--- config.mk ---
export PLATFORM = sky130hd
export DESIGN_NAME = dlpf_framer
export DESIGN_NICKNAME = d
export VERILOG_FILES = /design/src/dlpf_pkg.sv /design/src/dlpf_framer.sv /design/src/dlpf_crc_step.sv
export VERILOG_INCLUDE_DIRS = /design/src
export SDC_FILE = /design/constraint.sdc
export NUM_CORES = 1
export LEC_CHECK = 0
export ABC_AREA = 1
export BUFFER_PORTS_ARGS = -buffer_cell sky130_fd_sc_hd__buf_2
export CORE_ASPECT_RATIO = 0.9
export CORE_MARGIN = 2
export CORE_UTILIZATION = 45
export CTS_CLUSTER_SIZE = 40
export DETAILED_ROUTE_END_ITERATION = 6
export HOLD_SLACK_MARGIN = 0.08
export PLACE_DENSITY = 0.64
export SLEW_MARGIN = 20
export SYNTH_ARGS = -nofsm -noshare
export SYNTH_HDL_FRONTEND = slang
export SYNTH_HIERARCHICAL = 1
export SYNTH_SLANG_ARGS = --single-unit
--- constraint.sdc ---
create_clock -name ref_clk_i -period 9.6 [get_ports ref_clk_i]
set_input_delay 0.96 -clock ref_clk_i [delete_from_list [all_inputs] [get_ports ref_clk_i]]
set_output_delay 0.96 -clock ref_clk_i [all_outputs]
set_load 0.02 [all_outputs]
--- src/dlpf_cfg.svh ---
// constants of the display link packet framer: register map, field
// positions, reset values, code polynomials
// assumes: included by bare name from every design file that needs it
`ifndef DLPF_CFG_SVH
`define DLPF_CFG_SVH

// ****************************************
// register map
// ****************************************
`define DLPF_A_CTRL 8'h00
`define DLPF_A_HDR 8'h04
`define DLPF_A_STAT 8'h08
`define DLPF_A_RXCFG 8'h0C
`define DLPF_A_RXHDR 8'h10
`define DLPF_CTRL_START 0
`define DLPF_HDR_RST 24'h000000
`define DLPF_RXCFG_RST 3'h0
`define DLPF_RXCFG_FILT 2
`define DLPF_ST_BUSY 0
`define DLPF_ST_BURST 1
`define DLPF_ST_LO 2
`define DLPF_ST_HI 8
`define DLPF_EV_RES 2
`define DLPF_EV_RSP 3
`define DLPF_EV_UND 4
`define DLPF_EV_ECOR 5
`define DLPF_EV_EUNC 6
`define DLPF_EV_CRC 7
`define DLPF_EV_RXRES 8
`define DLPF_STK_RST 7'h00

// ****************************************
// checksum and header code
// ****************************************
`define DLPF_CRC_INIT 16'hFFFF
`define DLPF_CRC_POLY 16'h8408
`define DLPF_FOOT_NONE 16'h0000
`define DLPF_ECC_NONE 8'h00
`define DLPF_ECC_M0 24'hF12CB7
`define DLPF_ECC_M1 24'hF2555B
`define DLPF_ECC_M2 24'h749A6D
`define DLPF_ECC_M3 24'hB8E38E
`define DLPF_ECC_M4 24'hDF03F0
`define DLPF_ECC_M5 24'hEFFC00

`endif

--- src/dlpf_pkg.sv ---
// types shared by the packet framer files
// assumes: nothing beyond a SystemVerilog compiler
package dlpf_pkg;
  typedef logic [7:0] dlpf_byte_t;
  typedef enum logic [3:0] {
    T_IDLE, T_ID, T_WLO, T_WHI, T_ECC, T_PAY, T_CLO, T_CHI, T_SPRM, T_SECC
  } dlpf_tx_e;
  typedef enum logic [3:0] {
    R_ID, R_WLO, R_WHI, R_ECC, R_PAY, R_CLO, R_CHI, R_SPRM, R_SECC, R_SKIP
  } dlpf_rx_e;
endpackage : dlpf_pkg

--- src/dlpf_framer.sv ---
// packet builder (transmit) and packet parser (receive) of the host end
// assumes: payload source keeps pace once a payload has started; the lane
// layer puts bit 0 of each byte on the wire first
//
// What this block does
// - long packet is 32-bit header, payload, then 16-bit checksum footer
// - header order: identifier byte, 16-bit byte count, correction byte
// - long payload is 0 to 65535 bytes, packet at least six bytes
// - byte count covers payload only, not header or footer
// - header code corrects one bit, detects two, over identifier and count
// - receiver takes exactly count payload bytes, then two footer bytes
// - payload is transparent, no byte value is a control code
// - builder always computes and sends the payload checksum
// - checksum of an empty payload is all ones
// - bits sent low first; count and checksum low byte first
// - payload is whole bytes; formats may need coarser multiples
// - short packet: identifier, zero to seven bytes, correction byte
// - short packet length comes from the type code alone
// - identifier holds channel tag in bits 7:6, type in 5:0
// - type code tells receiver how many bytes follow
// - after a packet the next data is a header or burst end
// - builder always computes and sends the header correction byte
// - each packet carries its own channel tag
// - host splits video streams into separate packets
// - at most one response-requesting packet per transmission, except one started in the T_CHI or T_SECC cycle of the packet before it
// - queued packets of a burst follow without gaps; a start in the T_CHI or T_SECC cycle adds a one-cycle gap inside the burst
// - reserved and unassigned type codes are never generated
//
// Our own choices: the register addresses and strobed register access.
`timescale 1ns/1ps
`include "dlpf_cfg.svh"
module dlpf_framer import dlpf_pkg::*; (
  // clock and reset
  input wire logic ref_clk_i,
  input wire logic rst_n_i,
  // register port
  input wire logic [7:0] reg_addr_i,
  input wire logic [31:0] reg_wdata_i,
  input wire logic reg_wr_i,
  input wire logic reg_rd_i,
  output logic [31:0] reg_rdata_o,
  // payload source
  input wire dlpf_byte_t pl_data_i,
  input wire logic pl_valid_i,
  output logic pl_ready_o,
  // transmit bytes to lane layer
  output dlpf_byte_t tx_byte_o,
  output logic tx_valid_o,
  output logic tx_burst_o,
  // receive bytes from lane layer
  input wire dlpf_byte_t rx_byte_i,
  input wire logic rx_valid_i,
  input wire logic rx_burst_i,
  // received content
  output dlpf_byte_t rx_data_o,
  output logic rx_data_valid_o,
  output logic rx_pkt_done_o
);
  localparam logic [23:0] ECC_M [0:5] = '{`DLPF_ECC_M0, `DLPF_ECC_M1,
    `DLPF_ECC_M2, `DLPF_ECC_M3, `DLPF_ECC_M4, `DLPF_ECC_M5};

  // ****************************************
  // header code and type lookups
  // ****************************************
  function automatic logic [7:0] f_ecc(input logic [23:0] d);
    logic [7:0] e;
    e = `DLPF_ECC_NONE;
    for (int k = 0; k < 6; k++) begin
      e[k] = ^(d & ECC_M[k]);
    end
    f_ecc = e;
  endfunction : f_ecc

  // returns {uncorrectable, corrected, repaired data}
  function automatic logic [25:0] f_ecc_fix(input logic [23:0] d, input logic [7:0] e);
    logic [7:0] s;
    logic [5:0] col;
    logic [23:0] fd;
    logic hit;
    s = e ^ f_ecc(d);
    fd = d;
    hit = 1'b0;
    for (int i = 0; i < 24; i++) begin
      for (int k = 0; k < 6; k++) begin
        col[k] = ECC_M[k][i];
      end
      if (s == {2'b00, col}) begin
        fd[i] = ~fd[i];
        hit = 1'b1;
      end
    end
    if (e == `DLPF_ECC_NONE || s == 8'h00) begin
      f_ecc_fix = {2'b00, d};
    end else if (hit || $onehot(s)) begin
      f_ecc_fix = {2'b01, fd};
    end else begin
      f_ecc_fix = {2'b10, d};
    end
  endfunction : f_ecc_fix

  function automatic logic f_is_long(input logic [5:0] dt);
    casez (dt)
      6'b??1001, 6'b??1110: f_is_long = 1'b1;
      default: f_is_long = 1'b0;
    endcase
  endfunction : f_is_long

  function automatic logic f_reserved(input logic [5:0] dt);
    casez (dt)
      6'b??0001, 6'b??0010, 6'b???011, 6'b???100, 6'b???101: f_reserved = 1'b0;
      6'h06, 6'h37, 6'b??1001, 6'b??1110: f_reserved = 1'b0;
      default: f_reserved = 1'b1;
    endcase
  endfunction : f_reserved

  function automatic logic [2:0] f_short_n(input logic [5:0] dt);
    casez (dt)
      6'b???011, 6'b???100, 6'b???101: f_short_n = dt[5:3];
      default: f_short_n = 3'h0;
    endcase
  endfunction : f_short_n

  function automatic logic f_needs_rsp(input logic [5:0] dt);
    casez (dt)
      6'b???100, 6'h06: f_needs_rsp = 1'b1;
      default: f_needs_rsp = 1'b0;
    endcase
  endfunction : f_needs_rsp

  // ****************************************
  // register port
  // ****************************************
  logic [23:0] hdr_r;
  logic [2:0] rxcfg_r;
  logic [23:0] rxhdr_r;
  logic pend_r;
  logic [`DLPF_ST_HI:`DLPF_ST_LO] stk_r;
  logic [`DLPF_ST_HI:`DLPF_ST_LO] ev;
  logic rx_ecor, rx_eunc, rx_crce, rx_rese;
  dlpf_tx_e st_r, st_nxt;
  dlpf_rx_e rst_r, rst_nxt;

  wire wr_ctrl = reg_wr_i && (reg_addr_i == `DLPF_A_CTRL);
  wire wr_hdr = reg_wr_i && (reg_addr_i == `DLPF_A_HDR);
  wire wr_stat = reg_wr_i && (reg_addr_i == `DLPF_A_STAT);
  wire wr_rxcfg = reg_wr_i && (reg_addr_i == `DLPF_A_RXCFG);
  wire start_req = wr_ctrl && reg_wdata_i[`DLPF_CTRL_START];
  wire busy = (st_r != T_IDLE) || pend_r;
  wire [31:0] stat_v = {23'h000000, stk_r, tx_burst_o, busy};
  wire [31:0] rd_mux = (reg_addr_i == `DLPF_A_HDR) ? {8'h00, hdr_r} :
                       (reg_addr_i == `DLPF_A_STAT) ? stat_v :
                       (reg_addr_i == `DLPF_A_RXCFG) ? {29'h00000000, rxcfg_r} :
                       (reg_addr_i == `DLPF_A_RXHDR) ? {8'h00, rxhdr_r} : 32'h00000000;
  wire [`DLPF_ST_HI:`DLPF_ST_LO] stk_clr = wr_stat ? reg_wdata_i[`DLPF_ST_HI:`DLPF_ST_LO] :
                                                      `DLPF_STK_RST;
  // an event in the clearing cycle survives
  wire [`DLPF_ST_HI:`DLPF_ST_LO] stk_nxt = ev | (stk_r & ~stk_clr);

  // ****************************************
  // packet builder
  // ****************************************
  logic [23:0] cur_r;
  logic [15:0] cnt_r, cnt_nxt;
  logic [15:0] crc_r, crc_nxt, crc_step;
  logic [15:0] sp_r, sp_nxt;
  logic rsp_seen_r;
  dlpf_byte_t byte_nxt;
  logic emit_nxt, last, ld;

  wire [5:0] cur_dt = cur_r[5:0];
  wire [5:0] hdr_dt = hdr_r[5:0];
  wire take = pl_ready_o && pl_valid_i;
  wire at_gap = (st_r == T_IDLE) || last;
  wire res_hdr = f_reserved(hdr_dt);
  wire rsp_blk = rsp_seen_r && (st_r != T_IDLE) && f_needs_rsp(hdr_dt);
  wire launch_ok = pend_r && !res_hdr && !rsp_blk;
  wire [2:0] sp_pos = f_short_n(cur_dt) - cnt_r[2:0];

  dlpf_crc_step u_tx_crc (
    .crc_i(crc_r),
    .byte_i(pl_data_i),
    .crc_o(crc_step)
  );

  always_comb begin
    st_nxt = st_r;
    cnt_nxt = cnt_r;
    crc_nxt = crc_r;
    sp_nxt = sp_r;
    byte_nxt = tx_byte_o;
    emit_nxt = 1'b0;
    last = 1'b0;
    ld = 1'b0;
    unique case (st_r)
      T_IDLE: ;
      T_ID: begin
        byte_nxt = cur_r[7:0];
        emit_nxt = 1'b1;
        sp_nxt = 16'h0000;
        cnt_nxt = {13'h0000, f_short_n(cur_dt)};
        if (f_is_long(cur_dt)) begin
          st_nxt = T_WLO;
        end else if (f_short_n(cur_dt) != 3'h0) begin
          st_nxt = T_SPRM;
        end else begin
          st_nxt = T_SECC;
        end
      end
      T_WLO: begin
        byte_nxt = cur_r[15:8];
        emit_nxt = 1'b1;
        st_nxt = T_WHI;
      end
      T_WHI: begin
        byte_nxt = cur_r[23:16];
        emit_nxt = 1'b1;
        st_nxt = T_ECC;
      end
      T_ECC: begin
        byte_nxt = f_ecc(cur_r);
        emit_nxt = 1'b1;
        crc_nxt = `DLPF_CRC_INIT;
        cnt_nxt = cur_r[23:8];
        st_nxt = (cur_r[23:8] == 16'h0000) ? T_CLO : T_PAY;
      end
      T_PAY: if (take) begin
        byte_nxt = pl_data_i;
        emit_nxt = 1'b1;
        crc_nxt = crc_step;
        cnt_nxt = cnt_r - 16'h0001;
        if (cnt_r == 16'h0001) begin
          st_nxt = T_CLO;
        end
      end
      T_CLO: begin
        byte_nxt = crc_r[7:0];
        emit_nxt = 1'b1;
        st_nxt = T_CHI;
      end
      T_CHI: begin
        byte_nxt = crc_r[15:8];
        emit_nxt = 1'b1;
        last = 1'b1;
      end
      T_SPRM: if (take) begin
        byte_nxt = pl_data_i;
        emit_nxt = 1'b1;
        if (sp_pos == 3'h0) sp_nxt = {sp_r[15:8], pl_data_i};
        if (sp_pos == 3'h1) sp_nxt = {pl_data_i, sp_r[7:0]};
        cnt_nxt = cnt_r - 16'h0001;
        if (cnt_r == 16'h0001) begin
          st_nxt = T_SECC;
        end
      end
      T_SECC: begin
        byte_nxt = f_ecc({sp_r, cur_r[7:0]});
        emit_nxt = 1'b1;
        last = 1'b1;
      end
    endcase
    // next packet joins the burst without a gap only if already queued
    if (at_gap) begin
      ld = launch_ok;
      st_nxt = launch_ok ? T_ID : T_IDLE;
    end
  end

  always_comb begin
    ev = `DLPF_STK_RST;
    ev[`DLPF_EV_RES] = at_gap && pend_r && res_hdr;
    ev[`DLPF_EV_RSP] = at_gap && pend_r && !res_hdr && rsp_blk;
    ev[`DLPF_EV_UND] = pl_ready_o && !pl_valid_i;
    ev[`DLPF_EV_ECOR] = rx_ecor;
    ev[`DLPF_EV_EUNC] = rx_eunc;
    ev[`DLPF_EV_CRC] = rx_crce;
    ev[`DLPF_EV_RXRES] = rx_rese;
  end

  always_ff @(posedge ref_clk_i or negedge rst_n_i) begin
    if (!rst_n_i) begin
      hdr_r <= `DLPF_HDR_RST;
      rxcfg_r <= `DLPF_RXCFG_RST;
      pend_r <= 1'b0;
      stk_r <= `DLPF_STK_RST;
      reg_rdata_o <= 32'h00000000;
    end else begin
      if (wr_hdr) hdr_r <= reg_wdata_i[23:0];
      if (wr_rxcfg) rxcfg_r <= reg_wdata_i[2:0];
      pend_r <= (pend_r && !at_gap) || start_req;
      stk_r <= stk_nxt;
      reg_rdata_o <= reg_rd_i ? rd_mux : 32'h00000000;
    end
  end

  always_ff @(posedge ref_clk_i or negedge rst_n_i) begin
    if (!rst_n_i) begin
      st_r <= T_IDLE;
      cur_r <= `DLPF_HDR_RST;
      cnt_r <= 16'h0000;
      crc_r <= `DLPF_CRC_INIT;
      sp_r <= 16'h0000;
      rsp_seen_r <= 1'b0;
      tx_byte_o <= 8'h00;
      tx_valid_o <= 1'b0;
      tx_burst_o <= 1'b0;
      pl_ready_o <= 1'b0;
    end else begin
      st_r <= st_nxt;
      if (ld) cur_r <= hdr_r;
      cnt_r <= cnt_nxt;
      crc_r <= crc_nxt;
      sp_r <= sp_nxt;
      if (st_nxt == T_IDLE) begin
        rsp_seen_r <= 1'b0;
      end else if (ld && f_needs_rsp(hdr_dt)) begin
        rsp_seen_r <= 1'b1;
      end
      tx_byte_o <= byte_nxt;
      tx_valid_o <= emit_nxt;
      tx_burst_o <= (st_nxt != T_IDLE) || emit_nxt;
      pl_ready_o <= (st_nxt == T_PAY) || (st_nxt == T_SPRM);
    end
  end

  // ****************************************
  // packet parser
  // ****************************************
  dlpf_byte_t rx_id_r, rx_lo_r;
  logic [15:0] rx_w_r, rx_cnt_r, rx_crc_r, rx_crc_step;

  wire rxb = rx_valid_i && rx_burst_i;
  wire [5:0] rx_dt = rx_id_r[5:0];
  wire [5:0] rx_dt_in = rx_byte_i[5:0];
  wire [25:0] rx_fix_l = f_ecc_fix({rx_w_r, rx_id_r}, rx_byte_i);
  wire [15:0] rx_foot = {rx_byte_i, rx_lo_r};
  // type is decided before the code byte arrives; a long payload is filtered on the corrected channel
  wire rx_match = !rxcfg_r[`DLPF_RXCFG_FILT] || (rx_id_r[7:6] == rxcfg_r[1:0]);
  wire [2:0] rx_pos = f_short_n(rx_dt) - rx_cnt_r[2:0];
  wire rx_in_data = (rst_r == R_PAY) || (rst_r == R_SPRM);

  dlpf_crc_step u_rx_crc (
    .crc_i(rx_crc_r),
    .byte_i(rx_byte_i),
    .crc_o(rx_crc_step)
  );

  always_comb begin
    rst_nxt = rst_r;
    rx_ecor = 1'b0;
    rx_eunc = 1'b0;
    rx_crce = 1'b0;
    rx_rese = 1'b0;
    if (!rx_burst_i) begin
      rst_nxt = R_ID;
    end else if (rx_valid_i) begin
      unique case (rst_r)
        R_ID: begin
          if (f_reserved(rx_dt_in)) begin
            rst_nxt = R_SKIP;
            rx_rese = 1'b1;
          end else if (f_is_long(rx_dt_in)) begin
            rst_nxt = R_WLO;
          end else begin
            rst_nxt = (f_short_n(rx_dt_in) != 3'h0) ? R_SPRM : R_SECC;
          end
        end
        R_WLO: rst_nxt = R_WHI;
        R_WHI: rst_nxt = R_ECC;
        R_ECC: begin
          rx_ecor = rx_fix_l[24];
          rx_eunc = rx_fix_l[25];
          if (rx_fix_l[25]) begin
            rst_nxt = R_SKIP;
          end else begin
            rst_nxt = (rx_fix_l[23:8] == 16'h0000) ? R_CLO : R_PAY;
          end
        end
        R_PAY: if (rx_cnt_r == 16'h0001) rst_nxt = R_CLO;
        R_CLO: rst_nxt = R_CHI;
        R_CHI: begin
          rst_nxt = R_ID;
          rx_crce = (rx_foot != `DLPF_FOOT_NONE) && (rx_foot != rx_crc_r);
        end
        R_SPRM: if (rx_cnt_r == 16'h0001) rst_nxt = R_SECC;
        R_SECC: begin
          rst_nxt = R_ID;
          rx_ecor = rx_fix_l[24];
          rx_eunc = rx_fix_l[25];
        end
        R_SKIP: ;
      endcase
    end
  end

  always_ff @(posedge ref_clk_i or negedge rst_n_i) begin
    if (!rst_n_i) begin
      rst_r <= R_ID;
      rx_id_r <= 8'h00;
      rx_lo_r <= 8'h00;
      rx_w_r <= 16'h0000;
      rx_cnt_r <= 16'h0000;
      rx_crc_r <= `DLPF_CRC_INIT;
      rxhdr_r <= `DLPF_HDR_RST;
      rx_data_o <= 8'h00;
      rx_data_valid_o <= 1'b0;
      rx_pkt_done_o <= 1'b0;
    end else begin
      rst_r <= rst_nxt;
      rx_data_o <= rx_byte_i;
      rx_data_valid_o <= rxb && rx_in_data && rx_match;
      rx_pkt_done_o <= rxb && rx_match && (((rst_r == R_CHI)) ||
                       ((rst_r == R_SECC) && !rx_fix_l[25]));
      if (rxb) begin
        unique case (rst_r)
          R_ID: begin
            rx_id_r <= rx_byte_i;
            rx_w_r <= 16'h0000;
            rx_cnt_r <= {13'h0000, f_short_n(rx_dt_in)};
          end
          R_WLO: rx_w_r <= {rx_w_r[15:8], rx_byte_i};
          R_WHI: rx_w_r <= {rx_byte_i, rx_w_r[7:0]};
          R_ECC: begin
            rx_id_r <= rx_fix_l[7:0];
            rx_cnt_r <= rx_fix_l[23:8];
            rx_crc_r <= `DLPF_CRC_INIT;
            if (rx_match) rxhdr_r <= rx_fix_l[23:0];
          end
          R_PAY: begin
            rx_crc_r <= rx_crc_step;
            rx_cnt_r <= rx_cnt_r - 16'h0001;
          end
          R_CLO: rx_lo_r <= rx_byte_i;
          R_SPRM: begin
            if (rx_pos == 3'h0) rx_w_r <= {rx_w_r[15:8], rx_byte_i};
            if (rx_pos == 3'h1) rx_w_r <= {rx_byte_i, rx_w_r[7:0]};
            rx_cnt_r <= rx_cnt_r - 16'h0001;
          end
          R_SECC: if (rx_match) rxhdr_r <= rx_fix_l[23:0];
          default: ;
        endcase
      end
    end
  end
endmodule : dlpf_framer

--- src/dlpf_crc_step.sv ---
// one byte step of the 16-bit payload checksum, bit 0 of the byte first
// assumes: caller holds the running value in its own register
`timescale 1ns/1ps
`include "dlpf_cfg.svh"
module dlpf_crc_step import dlpf_pkg::*; (
  // running value and next byte
  input wire logic [15:0] crc_i,
  input wire dlpf_byte_t byte_i,
  // updated value
  output logic [15:0] crc_o
);
  logic [15:0] c_v;

  always_comb begin
    c_v = crc_i;
    for (int i = 0; i < 8; i++) begin
      if (c_v[0] ^ byte_i[i]) begin
        c_v = (c_v >> 1) ^ `DLPF_CRC_POLY;
      end else begin
        c_v = c_v >> 1;
      end
    end
    crc_o = c_v;
  end
endmodule : dlpf_crc_step

==> summary.txt, run 1 <==
=====================================================================================
Most common flop cell mapped by yosys ..................................      dfrtp_1
Antenna Violating Nets Remaining .......................................            0
Count of clock tree sinks ..............................................          249
Average via count per standard cell ....................................         5.29
Placed cell areas ......................................................    17400 µm²
Shortest clock period the worst path allows after layout ...............      5.34 ns
Total Routing Usage GR .................................................        0.261
Number of buffers added by the clock tree synthesis step ...............           28
Fraction of synthesized area in multiplexers ...........................       0.0130
Fraction of layout instances using a drive strength above 1 ............        0.129
Least-Margin Pin Slew ..................................................     0.978 ns
Clock Skew .............................................................    0.0123 ns
Power after layout .....................................................    0.00509 W
Cell repeated most along the worst path ................................      nand2_1
VDD IR max .............................................................     0.314 mV
Estimated wirelength of the detail-placed design .......................     37200 µm
Height of the die ......................................................       186 µm
Hold buffer count at CTS ...............................................            0
Register clock-pin slew on the reported worst setup and hold paths .....      0.06 ns
Number of buffers between clock root and the deepest sink ..............            3
Leakage power of the design ............................................      9.15 nW
Worst rel slew slack ...................................................        0.348
Maximum level of the CTS H-tree ........................................            1
Post-Layout Inst Area ..................................................    18400 µm²
Register bit count reported by yosys ...................................          249
Cell Rows ..............................................................           66
Slowest library cell on the worst path .................................         fa_1
Post-synthesis compound-gate area fraction .............................        0.134
Nets ...................................................................         2498
Critical path start-end classification ................................. flop to flop
Worst Path Arrival .....................................................      5.85 ns
Reg2reg end ............................................................ rst_r[0]$_DFFE_PN0P_
Cells after synthesis ..................................................         2325
Setup Buffers After CTS ................................................            0
Most frequent standard cell in the layout excluding fill and tap cells .      nand2_1
DR vias ................................................................        15400
Number of DRC violations after detailed routing ........................            0
Fraction of synthesis flops using an asynchronous set or reset pin .....         1.00
Critical path peak fanout ..............................................            6
Setup TNS ..............................................................         0 ns
Top library cells by usage in the layout, fill and taps aside .......... nand2_1 (671), inv_1 (302), o21ai_0 (223), dfrtp_1 (217), nor2_1 (189)
Simple-gate share of the synthesized area ..............................        0.283
DRT Pass-1 Iters .......................................................            6
Cell at the root of the clock tree .....................................    clkbuf_16
Syn_area_per_cell ......................................................     7.10 µm²
Launching instance or port of the critical path ........................ rx_id_r[0]$_DFFE_PN0P_
Footprint of the multi-input gates .....................................     8690 µm²
Critical Path Start Type ...............................................         flop
Register Area ..........................................................     6270 µm²
Count of maximum capacitance violations ................................            0
Fillcell total .........................................................         3616
Synth warn .............................................................            6
Worst r2r src .......................................................... rx_id_r[0]$_DFFE_PN0P_
First-pass GRT wire length .............................................     78400 µm
Largest net degree at the start of global routing ......................          105
Post-synthesis sequential area ratio ...................................        0.380
Via count of the first global-routing pass .............................        14500
Number of DRC markers after the initial detailed-route iteration .......         1105
Peak clock frequency supported by timing ...............................    0.187 GHz
CP endpoint ............................................................ rst_r[0]$_DFFE_PN0P_
Worst Path Required ....................................................     10.11 ns
Per-cell routed wire length ............................................      17.0 µm
Die width ..............................................................       206 µm
Count of input and output buffers ......................................           99
Count of flip-flops with a built-in enable after synthesis .............            0
Final GP Congestion ....................................................        0.952
Dominant combinational cell family by area after synthesis ............. simple AND/OR/NAND/NOR gates
Setup WS pre-CTS .......................................................      4.09 ns
Kind of path behind the tightest hold check ............................ input pin to asynchronous set/reset pin
Initial antenna violation count ........................................            1
Mapped cell area .......................................................    16500 µm²
Final clock period utilization by the worst path .......................        0.556
Area of the die ........................................................    38200 µm²
Hold violation count in the final report ...............................            0
Max incr delay on CP ...................................................      0.45 ns
Power density over the cells ...........................................   276 nW/µm²
Worst setup EP type ....................................................         flop
Starting Density .......................................................        0.456
CTS tree ...............................................................         done
Post_cts resized .......................................................            0
Top-level port count ...................................................          116
Final wirelength .......................................................     49300 µm
Xor and xnor area share after synthesis ................................       0.0664
Worst path setup slack after routing ...................................      4.26 ns
Area inside the core boundary ..........................................    36200 µm²
Number of distinct library cells after synthesis .......................           58
Slack of the worst reg-to-reg path .....................................      4.26 ns
Area overhead of the layout relative to synthesis ......................        11.7%
Aggregate global routing overflow ......................................            0
RSZ-0062 raised after global routing ...................................           no
Total of endpoints with negative setup slack in the final report .......            0
Max-slew violation count ...............................................            0
FF-to-FF path depth ....................................................           33
Latest clock arrival within the worst-skew pair ........................      0.58 ns
Post-synthesis adder-cell area fraction ................................       0.0265
Run status ............................................................. finished, final reports clean
=====================================================================================
[metrics by stage]
step	std cells	utilization	hold WS, ns
2_1_floorplan	2332	-	0.453
3_3_place_gp	2849	0.481	0.454
3_5_place_dp	2849	0.481	0.469
4_1_cts	2901	0.509	0.455
5_1_grt	2902	0.510	0.484
6_report	2904	0.510	0.429
[cell usage after synthesis (7+ instances only)]
cell / instances / area, µm²
nor2_1: 190 / 713
o221ai_1: 11 / 96.3
o22ai_1: 42 / 263
buf_4: 9 / 67.6
mux2_2: 19 / 214
inv_1: 302 / 1130
nand2_2: 35 / 219
a21oi_1: 43 / 215
nor4_1: 7 / 43.8
a31oi_1: 15 / 93.8
o21ai_0: 225 / 1130
ha_1: 27 / 338
nand3_1: 110 / 551
xor2_1: 68 / 596
inv_2: 32 / 120
nand4_1: 39 / 244
dfstp_2: 32 / 841
dfrtp_1: 217 / 5430
xnor2_1: 54 / 473
or2_2: 8 / 50.1
nand2_1: 672 / 2520
buf_2: 9 / 45.0
nor3_1: 17 / 85.1
clkbuf_1: 45 / 169
[cells by family after synthesis]
family                     after synthesis
and+or+nand+nor                       1105
buffers and inverters                  407
AOI/OAI and AO/OA                      389
DFF                                    249
xor gates and xnor gates               123
adders and majority gates               32
muxes                                   19
other                                    1
[worst min-delay path by stage]
stage,start,endpoint,slack (ns),cells past startpoint
floorplan,cur_r[16]$_DFFE_PN0P_,cur_r[16]$_DFFE_PN0P_,0.45,2
global placement,tx_byte_o[7]$_DFFE_PN0P_,tx_byte_o[7]$_DFFE_PN0P_,0.45,1
detailed placement,tx_byte_o[3]$_DFFE_PN0P_,tx_byte_o[3]$_DFFE_PN0P_,0.47,2
CTS,rst_n_i,sp_r[8]$_DFFE_PN0P_,0.46,1
global route,rst_n_i,sp_r[8]$_DFFE_PN0P_,0.48,1
finish,rst_n_i,sp_r[9]$_DFFE_PN0P_,0.43,1
[report_power, final]
group	internal, W	total (W)	leakage (nW)	switching (W)
clock	0.000711	0.00119	0.469	0.000481
combinational	0.000798	0.00246	5.52	0.00166
sequential	0.00125	0.00143	3.16	0.000180
[final cells by class]
cell class / count / area share
inverter: 336 / 0.0685
tap: 476 / 0.0323
clock inverter: 18 / 0.0151
timing repair buffer: 112 / 0.0327
multi-input combinational: 1676 / 0.471
antenna: 3 / 0.000407
sequential: 249 / 0.340
clock buffer: 34 / 0.0398
[sequential cells by signal, indices dropped and copies added (netlist names), 16 cells and up]
name / cells
cur_r: 24
hdr_r: 24
reg_rdata_o: 24
rxhdr_r: 24
cnt_r: 16
crc_r: 16
rx_cnt_r: 16
rx_crc_r: 16
rx_w_r: 16
sp_r: 16
[worst max-delay path: cells and delay by family, from the launching register on]
kind | cells | cell delay [ns]
DFF | 1 | 0.44
and+or+nand+nor | 22 | 2.20
AOI/OAI and AO/OA | 1 | 0.22
buffers and inverters | 5 | 0.41
adders and majority gates | 5 | 1.99
[metal layers]
layer	wire, µm	global-route usage	up-vias
met4	1890	0.0923	0
met2	23100	0.439	399
met1	22200	0.352	7227
met3	2050	0.0245	96
met5	0	0	-
li1	-	-	7628
Power figures use the tool's default switching activity.
==> inputs of run 2 (changes only) <==
Clock period 9.6 ns to 5.3 ns, I/O delays scaled along.
==> run 2 against run 1 <==
Clock power increased by 92%. Register-to-register slack got worse by 4.0 ns. Non-clock buffer count increased by 7. First-iteration DRC count increased by 13%. Cell count increased by 0.34%. Critical path type unchanged. Critical endpoint unchanged. Largest cell class unchanged.
==> summary.txt, run 2 (synthesis results as in run 1) <==
=====================================================================================
Largest net degree at the start of global routing ......................          104
Final wirelength .......................................................     50200 µm
Starting Density .......................................................        0.456
Critical path peak fanout ..............................................            5
RSZ-0062 raised after global routing ...................................           no
Number of buffers added by the clock tree synthesis step ...............           30
Most frequent standard cell in the layout excluding fill and tap cells .      nand2_1
Total Routing Usage GR .................................................        0.264
Latest clock arrival within the worst-skew pair ........................      0.58 ns
Antenna Violating Nets Remaining .......................................            0
Shortest clock period the worst path allows after layout ...............      5.01 ns
Least-Margin Pin Slew ..................................................     0.911 ns
Worst r2r src .......................................................... rx_id_r[1]$_DFFE_PN0P_
Cell repeated most along the worst path ................................      nand2_1
Top library cells by usage in the layout, fill and taps aside .......... nand2_1 (671), inv_1 (301), o21ai_0 (222), dfrtp_1 (217), nor2_1 (188)
Peak clock frequency supported by timing ...............................    0.200 GHz
Worst Path Required ....................................................      5.77 ns
Area inside the core boundary ..........................................    36200 µm²
Number of DRC markers after the initial detailed-route iteration .......         1244
Initial antenna violation count ........................................            2
Launching instance or port of the critical path ........................ rx_id_r[1]$_DFFE_PN0P_
Max incr delay on CP ...................................................      0.49 ns
Number of buffers between clock root and the deepest sink ..............            3
Per-cell routed wire length ............................................      17.2 µm
Number of DRC violations after detailed routing ........................            0
Run status ............................................................. finished, final reports clean
Count of clock tree sinks ..............................................          249
CTS tree ...............................................................         done
Kind of path behind the tightest hold check ............................ input pin to flop
Via count of the first global-routing pass .............................        14600
DRT Pass-1 Iters .......................................................            5
Max-slew violation count ...............................................            0
Cell Rows ..............................................................           66
DR vias ................................................................        15500
Total of endpoints with negative setup slack in the final report .......            0
Power density over the cells ...........................................   510 nW/µm²
Slowest library cell on the worst path .................................         fa_1
Worst rel slew slack ...................................................        0.391
Top-level port count ...................................................          116
Estimated wirelength of the detail-placed design .......................     38000 µm
Critical path start-end classification ................................. flop to flop
Nets ...................................................................         2507
First-pass GRT wire length .............................................     79100 µm
Final GP Congestion ....................................................        0.994
Worst setup EP type ....................................................         flop
Critical Path Start Type ...............................................         flop
Final clock period utilization by the worst path .......................        0.945
Worst Path Arrival .....................................................      5.48 ns
Count of maximum capacitance violations ................................            0
Average via count per standard cell ....................................         5.31
Die width ..............................................................       206 µm
Setup Buffers After CTS ................................................            0
Area of the die ........................................................    38200 µm²
Aggregate global routing overflow ......................................            0
Clock Skew .............................................................    0.0111 ns
Height of the die ......................................................       186 µm
Post-Layout Inst Area ..................................................    18600 µm²
Area overhead of the layout relative to synthesis ......................        12.7%
Register clock-pin slew on the reported worst setup and hold paths .....      0.06 ns
Maximum level of the CTS H-tree ........................................            1
Setup TNS ..............................................................         0 ns
Cell at the root of the clock tree .....................................    clkbuf_16
Leakage power of the design ............................................      9.25 nW
Fraction of layout instances using a drive strength above 1 ............        0.133
VDD IR max .............................................................     0.402 mV
Launch point of the worst hold path .................................... reg_wdata_i[17]
Hold violation count in the final report ...............................            0
Placed cell areas ......................................................    17500 µm²
Count of input and output buffers ......................................           99
=====================================================================================
## run 2: cell count changes in the layout (fill, tap and decap cells not counted), sizes merged
cell         before  now
clkbuf           34   39
buf             112  118
inv             336  337
clkinv            5    7
dlygate4sd3       0    1
clkinvlp          7    2
## run 2: power breakdown
group	switching [W]	total (W)	leakage (nW)	internal, W
logic	0.00311	0.00461	5.55	0.00150
registers	0.000325	0.00260	3.16	0.00227
clock network	0.000868	0.00228	0.537	0.00141
## run 2: metal layers
layer | GRT usage | part of all wire | up-vias
met5 | 0 | 0 | -
met4 | 0.0920 | 0.035 | 0
met3 | 0.0317 | 0.049 | 87
met2 | 0.445 | 0.47 | 416
met1 | 0.352 | 0.44 | 7338
li1 | - | - | 7634
## run 2: layout make-up
type                            instances  area [µm²]
Multi-Input combinational cell       1676        8690
Sequential cell                       249        6270
Timing Repair Buffer                  119         671
Antenna cell                            3        7.51
Fill cell                            3605       17600
Inverter                              336        1260
Tap cell                              476         596
Clock buffer                           39         845
Clock inverter                         16         254
## run 2: worst paths after layout
kind,cells past startpoint,slack (ns),to
hold / removal,2,0.19,hdr_r[17]$_DFFE_PN0P_
hold reg to reg,2,0.48,tx_byte_o[0]$_DFFE_PN0P_
setup reg to reg,33,0.29,rst_r[0]$_DFFE_PN0P_
max in group asynchronous,3,3.44,rx_w_r[12]$_DFFE_PN0P_
setup / recovery,33,0.29,rst_r[0]$_DFFE_PN0P_
min in group asynchronous,2,0.55,tx_byte_o[7]$_DFFE_PN0P_
## run 2: timing repair
item / 4_1_cts / 5_1_grt
hold buffers: 1 / 0
resized for setup: 0 / 6
endpoints found under the setup margin: 0 / 6
endpoints found under the hold margin: 78 / 0
## run 2: critical path: cells and delay by family, from the launching register on
family / cells / cell delay (ns)
buf+inv: 4 / 0.26
simple gates: 22 / 1.91
flops: 1 / 0.39
fa+ha+maj: 5 / 2.01
compound gates: 2 / 0.34
## run 2: through the flow
stage / utilization / worst slack, ns / instances / hold WS, ns / power, W
after CTS: 0.513 / 0.209 / 2911 / 0.157 / 0.00939
after floorplan: - / 0.639 / 2332 / 0.234 / 0.00590
after global placement: 0.483 / 0.326 / 2855 / 0.455 / 0.00693
final: 0.514 / 0.290 / 2914 / 0.185 / 0.00949
after detailed placement: 0.483 / 0.202 / 2855 / 0.469 / 0.00708
after global routing: 0.514 / 0.00110 / 2912 / 0.169 / 0.0103
